===== src/design/siu_pkg.sv =====
// Constants shared by the six-source two-level interrupt unit
package siu_pkg;

   // ==========================================================
   // Register addresses
   localparam logic [7:0] ADDR_TIMER_CTRL = 8'h88;
   localparam logic [7:0] ADDR_SERIAL_CTRL = 8'h98;
   localparam logic [7:0] ADDR_INT_ENABLE = 8'ha8;
   localparam logic [7:0] ADDR_PRIORITY = 8'hb8;
   localparam logic [7:0] ADDR_ADC_REQUEST = 8'hc0;

   // ==========================================================
   // Field positions
   localparam int TC_EXT0_SEL = 0;
   localparam int TC_EXT0_FLAG = 1;
   localparam int TC_EXT1_SEL = 2;
   localparam int TC_EXT1_FLAG = 3;
   localparam int TC_TIMER0_FLAG = 5;
   localparam int TC_TIMER1_FLAG = 7;
   localparam int SC_RX_FLAG = 0;
   localparam int SC_TX_FLAG = 1;
   localparam int EN_EXT0 = 0;
   localparam int EN_TIMER0 = 1;
   localparam int EN_EXT1 = 2;
   localparam int EN_TIMER1 = 3;
   localparam int EN_SERIAL = 4;
   localparam int EN_ADC = 6;
   localparam int EN_GLOBAL = 7;
   localparam int AR_ADC_FLAG = 0;

   // ==========================================================
   // Reset values and writable masks
   localparam logic [7:0] REG_RESET = 8'h00;
   localparam logic [7:0] ENABLE_MASK = 8'hdf;
   localparam logic [7:0] PRIORITY_MASK = 8'h3f;

   // ==========================================================
   // Sources in polling order, highest first
   localparam int NUM_SOURCES = 6;
   localparam logic [2:0] SRC_EXT0 = 3'h0;
   localparam logic [2:0] SRC_TIMER0 = 3'h1;
   localparam logic [2:0] SRC_EXT1 = 3'h2;
   localparam logic [2:0] SRC_TIMER1 = 3'h3;
   localparam logic [2:0] SRC_SERIAL = 3'h4;
   localparam logic [2:0] SRC_ADC = 3'h5;

   // ==========================================================
   // Vectors and converter timing in machine cycles
   localparam logic [15:0] VEC_BASE = 16'h0003;
   localparam logic [15:0] VEC_STEP = 16'h0008;
   localparam logic [3:0] ADC_FLAG_CYCLE = 4'hb;
   localparam logic [3:0] ADC_CONV_CYCLES = 4'hf;
   localparam logic [3:0] ADC_FIRST_CYCLE = 4'h1;
   localparam logic [3:0] ADC_IDLE = 4'h0;

endpackage


===== src/design/siu_ext_trigger.sv =====
// External request flag with level or falling-edge trigger
`timescale 1ns/100ps
module siu_ext_trigger
   import siu_pkg::*;
(
   input wire logic sys_clk,
   input wire logic sys_rst,
   input wire logic sys_ce,
   input wire logic pin,
   input wire logic edge_sel,
   input wire logic wr_en,
   input wire logic wr_val,
   input wire logic vec_clear,
   output logic flag
);

   logic prev_pin;

   // ==========================================================
   // Pin history for edge detection
   always_ff @(posedge sys_clk) begin
      if (sys_rst) begin
         prev_pin <= 1'b1;
      end else if (sys_ce) begin
         prev_pin <= pin;
      end
   end

   // ==========================================================
   // Request flag
   always_ff @(posedge sys_clk) begin
      if (sys_rst) begin
         flag <= 1'b0;
      end else if (sys_ce) begin
         if (!edge_sel) begin
            // Level mode: the pin owns the flag, writes are ignored
            flag <= ~pin;
         end else if ((prev_pin && !pin) || (wr_en && wr_val)) begin
            // Set wins over any clear in the same cycle
            flag <= 1'b1;
         end else if (vec_clear || wr_en) begin
            flag <= 1'b0;
         end
      end
   end

endmodule


===== src/design/siu_priority_pick.sv =====
// Two-level priority selection with fixed polling order
`timescale 1ns/100ps
module siu_priority_pick
   import siu_pkg::*;
(
   input wire logic [5:0] cand,
   input wire logic [5:0] high,
   input wire logic [1:0] inprog,
   output logic found,
   output logic [2:0] sel,
   output logic lvl,
   output logic [5:0] lvl_set
);

   logic [5:0] elig_hi;
   logic [5:0] elig_lo;

   // High requests may interrupt only a low routine or none
   assign elig_hi = cand & high & {6{~inprog[1]}};
   assign elig_lo = cand & ~high & {6{~(inprog[1] | inprog[0])}};

   always_comb begin
      lvl = |elig_hi;
      lvl_set = lvl ? elig_hi : elig_lo;
      found = |lvl_set;
      sel = SRC_EXT0;
      // Scan down so the lowest index (earliest in polling) wins
      for (int i = NUM_SOURCES - 1; i >= 0; i--) begin
         if (lvl_set[i]) begin
            sel = 3'(i);
         end
      end
   end

endmodule


===== src/design/siu_top.sv =====
// Interrupt request, enable and two-level priority unit
`timescale 1ns/100ps
// Contract
// - Six sources: two timers, serial, converter, two external pins.
// - Each source sets its flag regardless of enables; a set flag stays set until hardware or software clears it.
// - External request level or falling-edge by select bit in timer control.
// - Edge mode flag cleared on vectoring; level mode flag follows pin.
// - Timer flags set on rollover, cleared by hardware when vectored.
// - Serial request is receive OR transmit; hardware never clears them.
// - Converter flag set in 11th machine cycle of each conversion.
// - Enable bits: ext0 0, timer0 1, ext1 2, timer1 3, serial 4, adc 6.
// - Enable bit 7 is global; zero blocks all acknowledges.
// - Converter request register holds done flag at bit 0, rest reserved.
// - Software writes to flags act like hardware set or clear, except level-mode external flags, which ignore writes.
// - Each source has its own priority level bit.
// - Only a higher level may preempt a running routine.
// - Simultaneous different levels: high level serviced first.
// - Same level ties: ext0, timer0, ext1, timer1, serial order.
// - Converter is sixth in polling order, used only for ties.
// - Flags sampled each cycle, polled next; denied requests not remembered.
// - Accepted call goes to vector 0003h plus eight per source index.
// - Return-from-interrupt clears current level in-progress; plain return not.
module siu_top
   import siu_pkg::*;
(
   input wire logic sys_clk,
   input wire logic sys_rst,
   input wire logic sys_ce,
   input wire logic [7:0] reg_addr,
   input wire logic [7:0] reg_wdata,
   input wire logic reg_wr,
   input wire logic reg_rd,
   output logic [7:0] reg_rdata,
   input wire logic ext_request0_pin,
   input wire logic ext_request1_pin,
   input wire logic timer0_overflow,
   input wire logic timer1_overflow,
   input wire logic serial_rx_done,
   input wire logic serial_tx_done,
   input wire logic conv_start,
   input wire logic conv_continuous,
   input wire logic instr_final,
   input wire logic instr_blocking,
   input wire logic return_from_interrupt,
   output logic call_req,
   output logic [15:0] call_vector,
   output logic [2:0] call_source,
   output logic call_level,
   output logic [1:0] in_progress
);

   // ==========================================================
   // Register port decode
   logic wr_tc;
   logic wr_sc;
   logic wr_ie;
   logic wr_ip;
   logic wr_ar;

   assign wr_tc = sys_ce && reg_wr && (reg_addr == ADDR_TIMER_CTRL);
   assign wr_sc = sys_ce && reg_wr && (reg_addr == ADDR_SERIAL_CTRL);
   assign wr_ie = sys_ce && reg_wr && (reg_addr == ADDR_INT_ENABLE);
   assign wr_ip = sys_ce && reg_wr && (reg_addr == ADDR_PRIORITY);
   assign wr_ar = sys_ce && reg_wr && (reg_addr == ADDR_ADC_REQUEST);

   logic [7:0] interrupt_enable_reg;
   logic [7:0] priority_level_reg;
   logic [1:0] ext_sel;
   logic [1:0] ext_flag;
   logic [1:0] timer_flag;
   logic serial_receive_flag;
   logic serial_transmit_flag;
   logic converter_done_flag;
   logic [3:0] conv_cnt;
   logic [5:0] src_flag;
   logic [5:0] samp;
   logic [5:0] en_vec;
   logic [5:0] cand;
   logic found;
   logic [2:0] sel;
   logic lvl;
   logic [5:0] lvl_set;
   logic accept;

   // ==========================================================
   // Enable, priority and trigger-select registers
   always_ff @(posedge sys_clk) begin
      if (sys_rst) begin
         interrupt_enable_reg <= REG_RESET;
      end else if (wr_ie) begin
         interrupt_enable_reg <= reg_wdata & ENABLE_MASK;
      end
   end

   always_ff @(posedge sys_clk) begin
      if (sys_rst) begin
         priority_level_reg <= REG_RESET;
      end else if (wr_ip) begin
         priority_level_reg <= reg_wdata & PRIORITY_MASK;
      end
   end

   always_ff @(posedge sys_clk) begin
      if (sys_rst) begin
         ext_sel <= 2'h0;
      end else if (wr_tc) begin
         ext_sel <= {reg_wdata[TC_EXT1_SEL], reg_wdata[TC_EXT0_SEL]};
      end
   end

   // ==========================================================
   // Request flags
   logic [1:0] ext_pin;
   logic [1:0] ext_wval;
   logic [1:0] tmr_event;
   logic [1:0] tmr_wval;
   logic [2:0] ext_src [2];
   logic [2:0] tmr_src [2];

   assign ext_pin = {ext_request1_pin, ext_request0_pin};
   assign ext_wval = {reg_wdata[TC_EXT1_FLAG], reg_wdata[TC_EXT0_FLAG]};
   assign tmr_event = {timer1_overflow, timer0_overflow};
   assign tmr_wval = {reg_wdata[TC_TIMER1_FLAG], reg_wdata[TC_TIMER0_FLAG]};
   assign ext_src[0] = SRC_EXT0;
   assign ext_src[1] = SRC_EXT1;
   assign tmr_src[0] = SRC_TIMER0;
   assign tmr_src[1] = SRC_TIMER1;

   for (genvar g = 0; g < 2; g++) begin : g_pair
      siu_ext_trigger u_ext (
         .sys_clk(sys_clk),
         .sys_rst(sys_rst),
         .sys_ce(sys_ce),
         .pin(ext_pin[g]),
         .edge_sel(ext_sel[g]),
         .wr_en(wr_tc),
         .wr_val(ext_wval[g]),
         .vec_clear(accept && (sel == ext_src[g])),
         .flag(ext_flag[g])
      );

      always_ff @(posedge sys_clk) begin
         if (sys_rst) begin
            timer_flag[g] <= 1'b0;
         end else if (sys_ce) begin
            if (tmr_event[g] || (wr_tc && tmr_wval[g])) begin
               timer_flag[g] <= 1'b1;
            end else if ((accept && (sel == tmr_src[g])) || wr_tc) begin
               timer_flag[g] <= 1'b0;
            end
         end
      end
   end

   // Serial flags are never touched by vectoring
   always_ff @(posedge sys_clk) begin
      if (sys_rst) begin
         serial_receive_flag <= 1'b0;
      end else if (sys_ce) begin
         if (serial_rx_done || (wr_sc && reg_wdata[SC_RX_FLAG])) begin
            serial_receive_flag <= 1'b1;
         end else if (wr_sc) begin
            serial_receive_flag <= 1'b0;
         end
      end
   end

   always_ff @(posedge sys_clk) begin
      if (sys_rst) begin
         serial_transmit_flag <= 1'b0;
      end else if (sys_ce) begin
         if (serial_tx_done || (wr_sc && reg_wdata[SC_TX_FLAG])) begin
            serial_transmit_flag <= 1'b1;
         end else if (wr_sc) begin
            serial_transmit_flag <= 1'b0;
         end
      end
   end

   // ==========================================================
   // Converter cycle counter; a new start restarts the count
   always_ff @(posedge sys_clk) begin
      if (sys_rst) begin
         conv_cnt <= ADC_IDLE;
      end else if (sys_ce) begin
         if (conv_start) begin
            conv_cnt <= ADC_FIRST_CYCLE;
         end else if (conv_cnt == ADC_CONV_CYCLES) begin
            conv_cnt <= conv_continuous ? ADC_FIRST_CYCLE : ADC_IDLE;
         end else if (conv_cnt != ADC_IDLE) begin
            conv_cnt <= conv_cnt + 4'h1;
         end
      end
   end

   always_ff @(posedge sys_clk) begin
      if (sys_rst) begin
         converter_done_flag <= 1'b0;
      end else if (sys_ce) begin
         if ((conv_cnt == ADC_FLAG_CYCLE) || (wr_ar && reg_wdata[AR_ADC_FLAG])) begin
            converter_done_flag <= 1'b1;
         end else if (wr_ar) begin
            converter_done_flag <= 1'b0;
         end
      end
   end

   // ==========================================================
   // Sampling, enables and selection
   assign src_flag = {converter_done_flag, serial_receive_flag | serial_transmit_flag,
                      timer_flag[1], ext_flag[1], timer_flag[0], ext_flag[0]};

   // Only the current sample is polled; nothing else is remembered
   always_ff @(posedge sys_clk) begin
      if (sys_rst) begin
         samp <= 6'h00;
      end else if (sys_ce) begin
         samp <= src_flag;
      end
   end

   assign en_vec = {interrupt_enable_reg[EN_ADC], interrupt_enable_reg[EN_SERIAL],
                    interrupt_enable_reg[EN_TIMER1], interrupt_enable_reg[EN_EXT1],
                    interrupt_enable_reg[EN_TIMER0], interrupt_enable_reg[EN_EXT0]};
   assign cand = samp & en_vec & {6{interrupt_enable_reg[EN_GLOBAL]}};

   siu_priority_pick u_pick (
      .cand(cand),
      .high(priority_level_reg[5:0]),
      .inprog(in_progress),
      .found(found),
      .sel(sel),
      .lvl(lvl),
      .lvl_set(lvl_set)
   );

   // Core must be at an instruction boundary and not in a blocking instruction
   assign accept = sys_ce && found && instr_final && !instr_blocking && !return_from_interrupt;

   // ==========================================================
   // In-progress state per level
   always_ff @(posedge sys_clk) begin
      if (sys_rst) begin
         in_progress <= 2'h0;
      end else if (accept) begin
         in_progress[lvl] <= 1'b1;
      end else if (sys_ce && return_from_interrupt) begin
         if (in_progress[1]) begin
            in_progress[1] <= 1'b0;
         end else begin
            in_progress[0] <= 1'b0;
         end
      end
   end

   // ==========================================================
   // Call request to the core
   always_ff @(posedge sys_clk) begin
      if (sys_rst) begin
         call_req <= 1'b0;
         call_vector <= 16'h0000;
         call_source <= SRC_EXT0;
         call_level <= 1'b0;
      end else if (sys_ce) begin
         call_req <= accept;
         if (accept) begin
            call_vector <= 16'(VEC_BASE + VEC_STEP * {13'h0000, sel});
            call_source <= sel;
            call_level <= lvl;
         end
      end
   end

   // ==========================================================
   // Read data, one cycle after the strobe
   always_ff @(posedge sys_clk) begin
      if (sys_rst) begin
         reg_rdata <= REG_RESET;
      end else if (sys_ce) begin
         reg_rdata <= REG_RESET;
         if (reg_rd) begin
            case (reg_addr)
               ADDR_TIMER_CTRL: begin
                  reg_rdata[TC_EXT0_SEL] <= ext_sel[0];
                  reg_rdata[TC_EXT0_FLAG] <= ext_flag[0];
                  reg_rdata[TC_EXT1_SEL] <= ext_sel[1];
                  reg_rdata[TC_EXT1_FLAG] <= ext_flag[1];
                  reg_rdata[TC_TIMER0_FLAG] <= timer_flag[0];
                  reg_rdata[TC_TIMER1_FLAG] <= timer_flag[1];
               end
               ADDR_SERIAL_CTRL: begin
                  reg_rdata[SC_RX_FLAG] <= serial_receive_flag;
                  reg_rdata[SC_TX_FLAG] <= serial_transmit_flag;
               end
               ADDR_INT_ENABLE: begin
                  reg_rdata <= interrupt_enable_reg;
               end
               ADDR_PRIORITY: begin
                  reg_rdata <= priority_level_reg;
               end
               ADDR_ADC_REQUEST: begin
                  reg_rdata[AR_ADC_FLAG] <= converter_done_flag;
               end
               default: begin
                  reg_rdata <= REG_RESET;
               end
            endcase
         end
      end
   end

   // Cycles since the last start, counted apart from the converter's own counter
   logic [3:0] conv_age;

   always_ff @(posedge sys_clk) begin
      if (sys_rst) begin
         conv_age <= ADC_IDLE;
      end else if (sys_ce && conv_start) begin
         conv_age <= ADC_FIRST_CYCLE;
      end else if (sys_ce && (conv_age != ADC_IDLE)) begin
         conv_age <= conv_age + 4'h1;
      end
   end
endmodule


===== config.mk =====
export PLATFORM = sky130hd
export DESIGN_NAME = siu_top
export DESIGN_NICKNAME = d
export VERILOG_FILES = /design/src/design/siu_pkg.sv /design/src/design/siu_ext_trigger.sv /design/src/design/siu_priority_pick.sv /design/src/design/siu_top.sv
export SDC_FILE = /design/constraint.sdc
export NUM_CORES = 1
export LEC_CHECK = 0
export BUFFER_PORTS_ARGS = -buffer_cell sky130_fd_sc_hd__clkbuf_2
export CORE_UTILIZATION = 25
export DETAILED_ROUTE_END_ITERATION = 8
export HOLD_SLACK_MARGIN = 0.05
export PLACE_DENSITY = 0.4
export SLEW_MARGIN = 20
export SYNTH_ARGS = -nofsm -noshare
export SYNTH_HDL_FRONTEND = slang
export SYNTH_SLANG_ARGS = --single-unit

===== constraint.sdc =====
create_clock -name sys_clk -period 2.8 [get_ports sys_clk]
set_input_delay 0.28 -clock sys_clk [delete_from_list [all_inputs] [get_ports sys_clk]]
set_output_delay 0.28 -clock sys_clk [all_outputs]
set_load 0.1 [all_outputs]

After elaboration in Yosys (flattened, before gate mapping)
Index checks and enable logic that the tools add are counted.
Operators by class
  add/subtract/negate cells: 2
  $lt $le $gt $ge: 2
  eq/ne operators: 13
  mux-type cells: 39
  bitwise gates (word level): 14
  reduce and logical (&&, ||, !) cells: 61
Operator list (number)
  8-bit == test (second input constant): 5
  6-bit bitwise AND: 6
  1-bit logical AND: 25
  2-bit AND reduction: 10
  1-bit 2-to-1 mux: 19
  3-bit 2-to-1 mux: 6
  4-bit 2-to-1 mux: 3
  2-bit nonzero test: 6
  6-bit OR reduction: 2
  1-bit logical OR: 11
  4-bit == test (second input constant): 2
  8-bit 2-to-1 mux: 1
  2-bit by 6-bit adder with 7-bit output (first input constant): 1
  3-bit by 2-bit == test with 1-bit output (second input constant): 2
  6-bit 2-to-1 mux: 1
  3-bit by 1-bit inequality test with 1-bit output (second input constant): 2
  6-bit NOT: 1
  1-bit case mux with 2 select lines: 3
  2-bit case mux with 3 select lines: 1
  1-bit case mux with 5 select lines: 1
  4-bit by 1-bit adder with 4-bit output (second input constant): 1
  1-bit zero test: 4
  2-bit 2-to-1 mux: 2
  1-bit NOT: 4
  11 further kinds: 12
Storage, ports and cells
  register bits: 65
  input port bits: 32
  output and inout bits: 31
  word-level logic and storage cells: 152

Logic depth before layout (Yosys ltp)
  word-level depth: 18
  mapped depth: 9
  gate-level depth less buffers: 7

Modules after synthesis
A second synthesis with hierarchy kept.
Second synthesis, totals
  cell total of the unflattened synthesis: 326
  area, all modules: 2752.6 um2
Modules (own cells, without submodules)
  siu_top: times used 1, cells an instance 253, area each 2239.6 um2, sequential area each 920.9 um2
  siu_priority_pick: times used 1, cells an instance 49, area each 310.3 um2, sequential area each 0.0 um2
  siu_ext_trigger: times used 2, cells an instance 12, area each 101.3 um2, sequential area each 40.0 um2

Worst setup path before layout
OpenSTA, ideal clock, no wires.
  path type: register to register
  start: register in_progress[1]
  end: register g_pair[0].u_ext.flag
  setup time: 0.086 ns
  arrival: 2.384 ns
  data required time: 2.714 ns
  path slack: 0.330 ns
  stages on the path, launching flop included: 9
  buffers on the path: 1
  period minus slack after synthesis: 2.470 ns
  cells stage by stage: dfxtp_1 nand2b_4 buf_6 nor2_1 a31oi_1 o21ai_1 a221o_1 or2_0 a211oi_1
Between the ends
  word-level cells in the longest chain between the ends: 15
  elaborated cells between the ends (all ways): 23
  classes of those cells: eq/ne (1); mux (7); bitwise (5); reduce/logical (10)
RTL lines
  start: declaration: RTL line siu_top.sv:49  | output logic [1:0] in_progress
  start signal: assignment: RTL line siu_top.sv:244  | in_progress <= 2'h0;
  start signal: indexed assignment: RTL line siu_top.sv:246  | in_progress[lvl] <= 1'b1;
  start signal: assignment: RTL line siu_top.sv:249  | in_progress[1] <= 1'b0;
  1-bit NOT or 1-bit bitwise OR (tied branches): RTL line siu_priority_pick.sv:19, siu_priority_pick.sv:20
  6-bit bitwise AND or 1-bit NOT (tied branches): RTL line siu_priority_pick.sv:19, siu_priority_pick.sv:20
  6-bit OR reduction or 6-bit bitwise AND (tied branches): RTL line siu_priority_pick.sv:23, siu_priority_pick.sv:20
  6-bit 2-to-1 mux (*): RTL line siu_priority_pick.sv:24  | lvl_set = lvl ? elig_hi : elig_lo;
  3-bit 2-to-1 mux (6 in a row): RTL line siu_priority_pick.sv:29  | if (lvl_set[i]) begin
  3-bit zero test: RTL line siu_top.sv:138  | .vec_clear(accept && (sel == ext_src[g])),
  1-bit logical AND (*): RTL line siu_top.sv:138
  1-bit logical OR (*): RTL line siu_ext_trigger.sv:41  | end else if (vec_clear || wr_en) begin
  3-bit by 1-bit inequality test with 1-bit output (no source line) (*)
  2-bit AND reduction (no source line) (*)
  end signal: assignment: RTL line siu_ext_trigger.sv:37  | flag <= ~pin;
  end: declaration: RTL line siu_ext_trigger.sv:14  | output logic flag
Every way passes the cells marked *; elsewhere a longest branch is shown, timed or not.
A chain may end at the register's enable or synchronous reset.

Worst setup path in the final report
  start: register priority_level_reg[5]
  end: register call_level
Between the ends
  word-level cells in the longest chain between the ends: 10
  elaborated cells between the ends (all ways): 13
  classes of those cells: mux (1); bitwise (5); reduce/logical (7)
RTL lines
  start: declaration: RTL line siu_top.sv:67  | logic [7:0] priority_level_reg;
  start signal: assignment: RTL line siu_top.sv:99  | priority_level_reg <= reg_wdata & PRIORITY_MASK;
  6-bit bitwise AND or 6-bit NOT (tied branches): RTL line siu_priority_pick.sv:19, siu_priority_pick.sv:20
  6-bit bitwise AND (on tied branches): RTL line siu_priority_pick.sv:19, siu_priority_pick.sv:20
  6-bit OR reduction or 6-bit bitwise AND (tied branches): RTL line siu_priority_pick.sv:23, siu_priority_pick.sv:20
  6-bit 2-to-1 mux: RTL line siu_priority_pick.sv:24
  6-bit OR reduction: RTL line siu_priority_pick.sv:25  | found = |lvl_set;
  1-bit logical AND (4 in a row): RTL line siu_top.sv:238  | assign accept = sys_ce && found && instr_final && !instr_blocking && !return_from_interrupt;
  2-bit AND reduction (no source line)
  end signal: assignment: RTL line siu_top.sv:269  | call_level <= lvl;
  end: declaration: RTL line siu_top.sv:48  | output logic call_level,
Parallel ways exist; a longest one is shown, timed or not.

==> implementation parameters <==
Parameter                              Value

Status
  Status    finished clean

Timing
  Worst-case clock skew    about 0.013 ns
  RSZ-0062 raised after global routing    false
  Worst slew slack as a fraction of its limit    47.4%
  Min Tclk post-route    roughly 2.2 ns
  Max Clk Rate    0.463 GHz
  Worst Max-Slew Pin Slew    slightly below 0.8 ns
  Final period utilization    77.2%
  Final hold viol count    0
  Final Max Tran Viols    0
  Setup violation total in the final timing report    0
  Setup TNS after final layout    0 ns

Layout
  Commonest cells after routing, fill and taps aside    clkbuf_2, dfxtp_1, nor2_1
  Fraction of final layout cells with drive strength greater than 1    around a fifth
  Diode count    0
  Relative area change from synthesis to final layout    16.5%
  Final cell area excluding filler cells    between 3000 and 4000 sq um
  Max reg flops    8
  Post-layout nets    just under 400
  Most common cell after layout, fill and taps aside    clkbuf_2

Drt
  Vias post-DR    ~2300
  Avg Vias per Cell    around 4.7
  Count of unresolved DRC violations after routing    0
  Post-detailed-route wirelength per cell    15.0 um
  Number of DRC markers in iteration 0    150
  Final wirelength    approximately 7300 um
  Final antenna-violating net count    0
  Detailed-routing iteration count for the pre-antenna-repair pass    4

Synthesis
  Mean instance size in the synthesized netlist    8.45 sq um
  Number of flip-flops and latches in the synthesized netlist    50
  Post-synthesis cell type count    54
  Combined area of all synthesized cells    2600 sq um
  Number of cells produced by synthesis    between 300 and 400
  Fraction of the yosys area taken by sequential cells    between 30% and 40%
  Main synth FF type    dfxtp_1
  Warnings, synthesis    0
  Number of flops mapped to enable cells by yosys    0
  Asr flop ratio synth    0%

GRT
  Global-route layer with the greatest usage    met2
  Antenna violations before repair    0
  Wire length of the first global-routing pass    approximately 12000 um
  All-layer global routing usage    about 14%
  GR Layer Usage met2    21.7%
  GRT Residual Overflow    0
  Number of global-route vias before repair    between 2000 and 2500
  Largest net degree at the start of global routing    46
  Met3 Usage GRT    roughly 2.4%
  Global Route met1 Usage    between 20% and 30%

Pwr
  Standby leakage power    about 0.0013 uW
  Power density cells    470 nW/um^2
  Worst-case vdd ir drop    between 150 and 200 uV

CTS
  Post-CTS resize count    0
  Clock latency reported for the late side of the worst-skew pair    around 0.30 ns
  Post-CTS setup buffer count    0
  Cts-stage hold buffer count    0
  Number of clock sinks    50
  Clock tree from TritonCTS    built
  Buffer depth of the longest clock path    2
  Clock root buffer    clkbuf_8
  Total CTS buffers    5
  Clock transition at the registers of the reported paths    about 0.090 ns
  H-tree depth    2

Worst setup path
  Critical path startpoint category    flop
  Start-to-end type of the worst setup path    reg -> reg
  CP Buf/Inv Count    0
  Worst path required time    3.05 ns
  Cell with the largest stage delay on the worst path    nor3b_1
  Cell Chain, Critical Path    nand3_1 -> nor3b_1 -> a31oi_1 -> nor2_1 -> o31ai_2 -> nor3_1 -> a31o_2
  Longest individual stage delay on the worst path    ~0.42 ns
  CP top delay family    simple AND/OR/NAND/NOR gates
  Largest fanout on the critical path    8
  Worst Setup End Kind    flop
  Worst Path Arrival    around 2.4 ns

Die
  Core outline area    slightly below 10000 sq um
  Area of the die    around 11000 sq um
  Starting Density    between 20% and 30%
  DIE HEIGHT    104 um
  Io pins    63
  FP Rows    36
  Horizontal extent of the die    about 100 um

Place
  IO Port Bufs    51
  Placed wire-length estimate after detailed placement    between 5000 and 6000 um
  Final GP Congestion    ~0.84
  Placed instance area    just under 3000 sq um

Min path
  Type of the tightest min-delay check    in -> reg

Job
  Max_cap viols    0
[cell families after synthesis]
family                   share of synthesized area, %
AO/OA/AOI/OAI                                    18.2
XOR/XNOR                                        0.337
adder cells (fa/ha/maj)                         0.962
buffers and inverters                            7.70
flip-flops                                       38.5
multiplexers                                     11.1
other                                           0.144
AND/OR/NAND/NOR                                  23.1
[cell usage after synthesis, drive strengths merged (3+ instances only)]
| library cell | number | area share [%] |
|---|---|---|
| dfxtp | 50 | 38 |
| nor2 | 36 | 5.2 |
| a21oi | 25 | 4.8 |
| nand2 | 23 | 3.3 |
| mux2i | 22 | 8.5 |
| buf | 19 | 5.2 |
| nand3 | 15 | 2.9 |
| o21ai | 14 | 2.7 |
| clkbuf | 10 | 1.4 |
| nand2b | 9 | 2.5 |
| nor3 | 7 | 1.3 |
| inv | 6 | 0.87 |
| and3 | 5 | 1.2 |
| nand4 | 5 | 1.2 |
| a211oi | 4 | 1.2 |
| o211ai | 4 | 1.2 |
| a311oi | 3 | 1.0 |
| a31o | 3 | 1.0 |
| a31oi | 3 | 0.72 |
| a41o | 3 | 1.2 |
| nand3b | 3 | 0.87 |
| nor2b | 3 | 0.72 |
[worst register-to-register path, delay by kind of cell (launching register included)]
family          cells  cell delay [ns]
flops               1             0.36
compound gates      3             0.52
simple gates        4             1.23
[per-layer routing]
metal  vias up  share of wire [%]
li1       1172                  -
met1      1069                 52
met2        62                 43
met3         2                3.9
met4         0               0.51
met5         -                  0
[path summary, 6_finish.rpt]
path                            slack, ns  cells past startpoint                 endpoint                  start
worst min register to register       0.46                      2           call_vector[1]         call_vector[1]
worst max-delay path                 0.64                      7               call_level  priority_level_reg[5]
worst max register to register       0.64                      7               call_level  priority_level_reg[5]
worst min-delay path                 0.23                      3  interrupt_enable_reg[4]           reg_wdata[4]
[through the flow]
step | total power, uW | hold slack, ns | setup WS (ns) | utilization [%] | std cells
finish | 1420 | 0.232 | 0.639 | 30.6 | 486
CTS | 1450 | 0.225 | 0.639 | 30.6 | 486
floorplan | 887 | 0.406 | 0.330 | - | 318
global route | 1490 | 0.244 | 0.389 | 30.6 | 486
detailed placement | 931 | 0.456 | 0.528 | 29.5 | 478
global placement | 932 | 0.457 | 0.556 | 29.5 | 478
[layout make-up]
type	count	area, sq um
fillers	1091	6880
multi-input cells	232	1440
flip-flops and latches	50	1000
repair buffers	56	293
well taps	133	166
clock buffers	7	76.3
clock inverters	1	30.0
inverters	7	26.3
[report_power, final]
| part | internal, uW | switching, uW |
|---|---|---|
| Clock | 268 | 242 |
| Sequential | 724 | 12.0 |
| Combinational | 45.9 | 131 |
(Power assumes the default switching activity.)
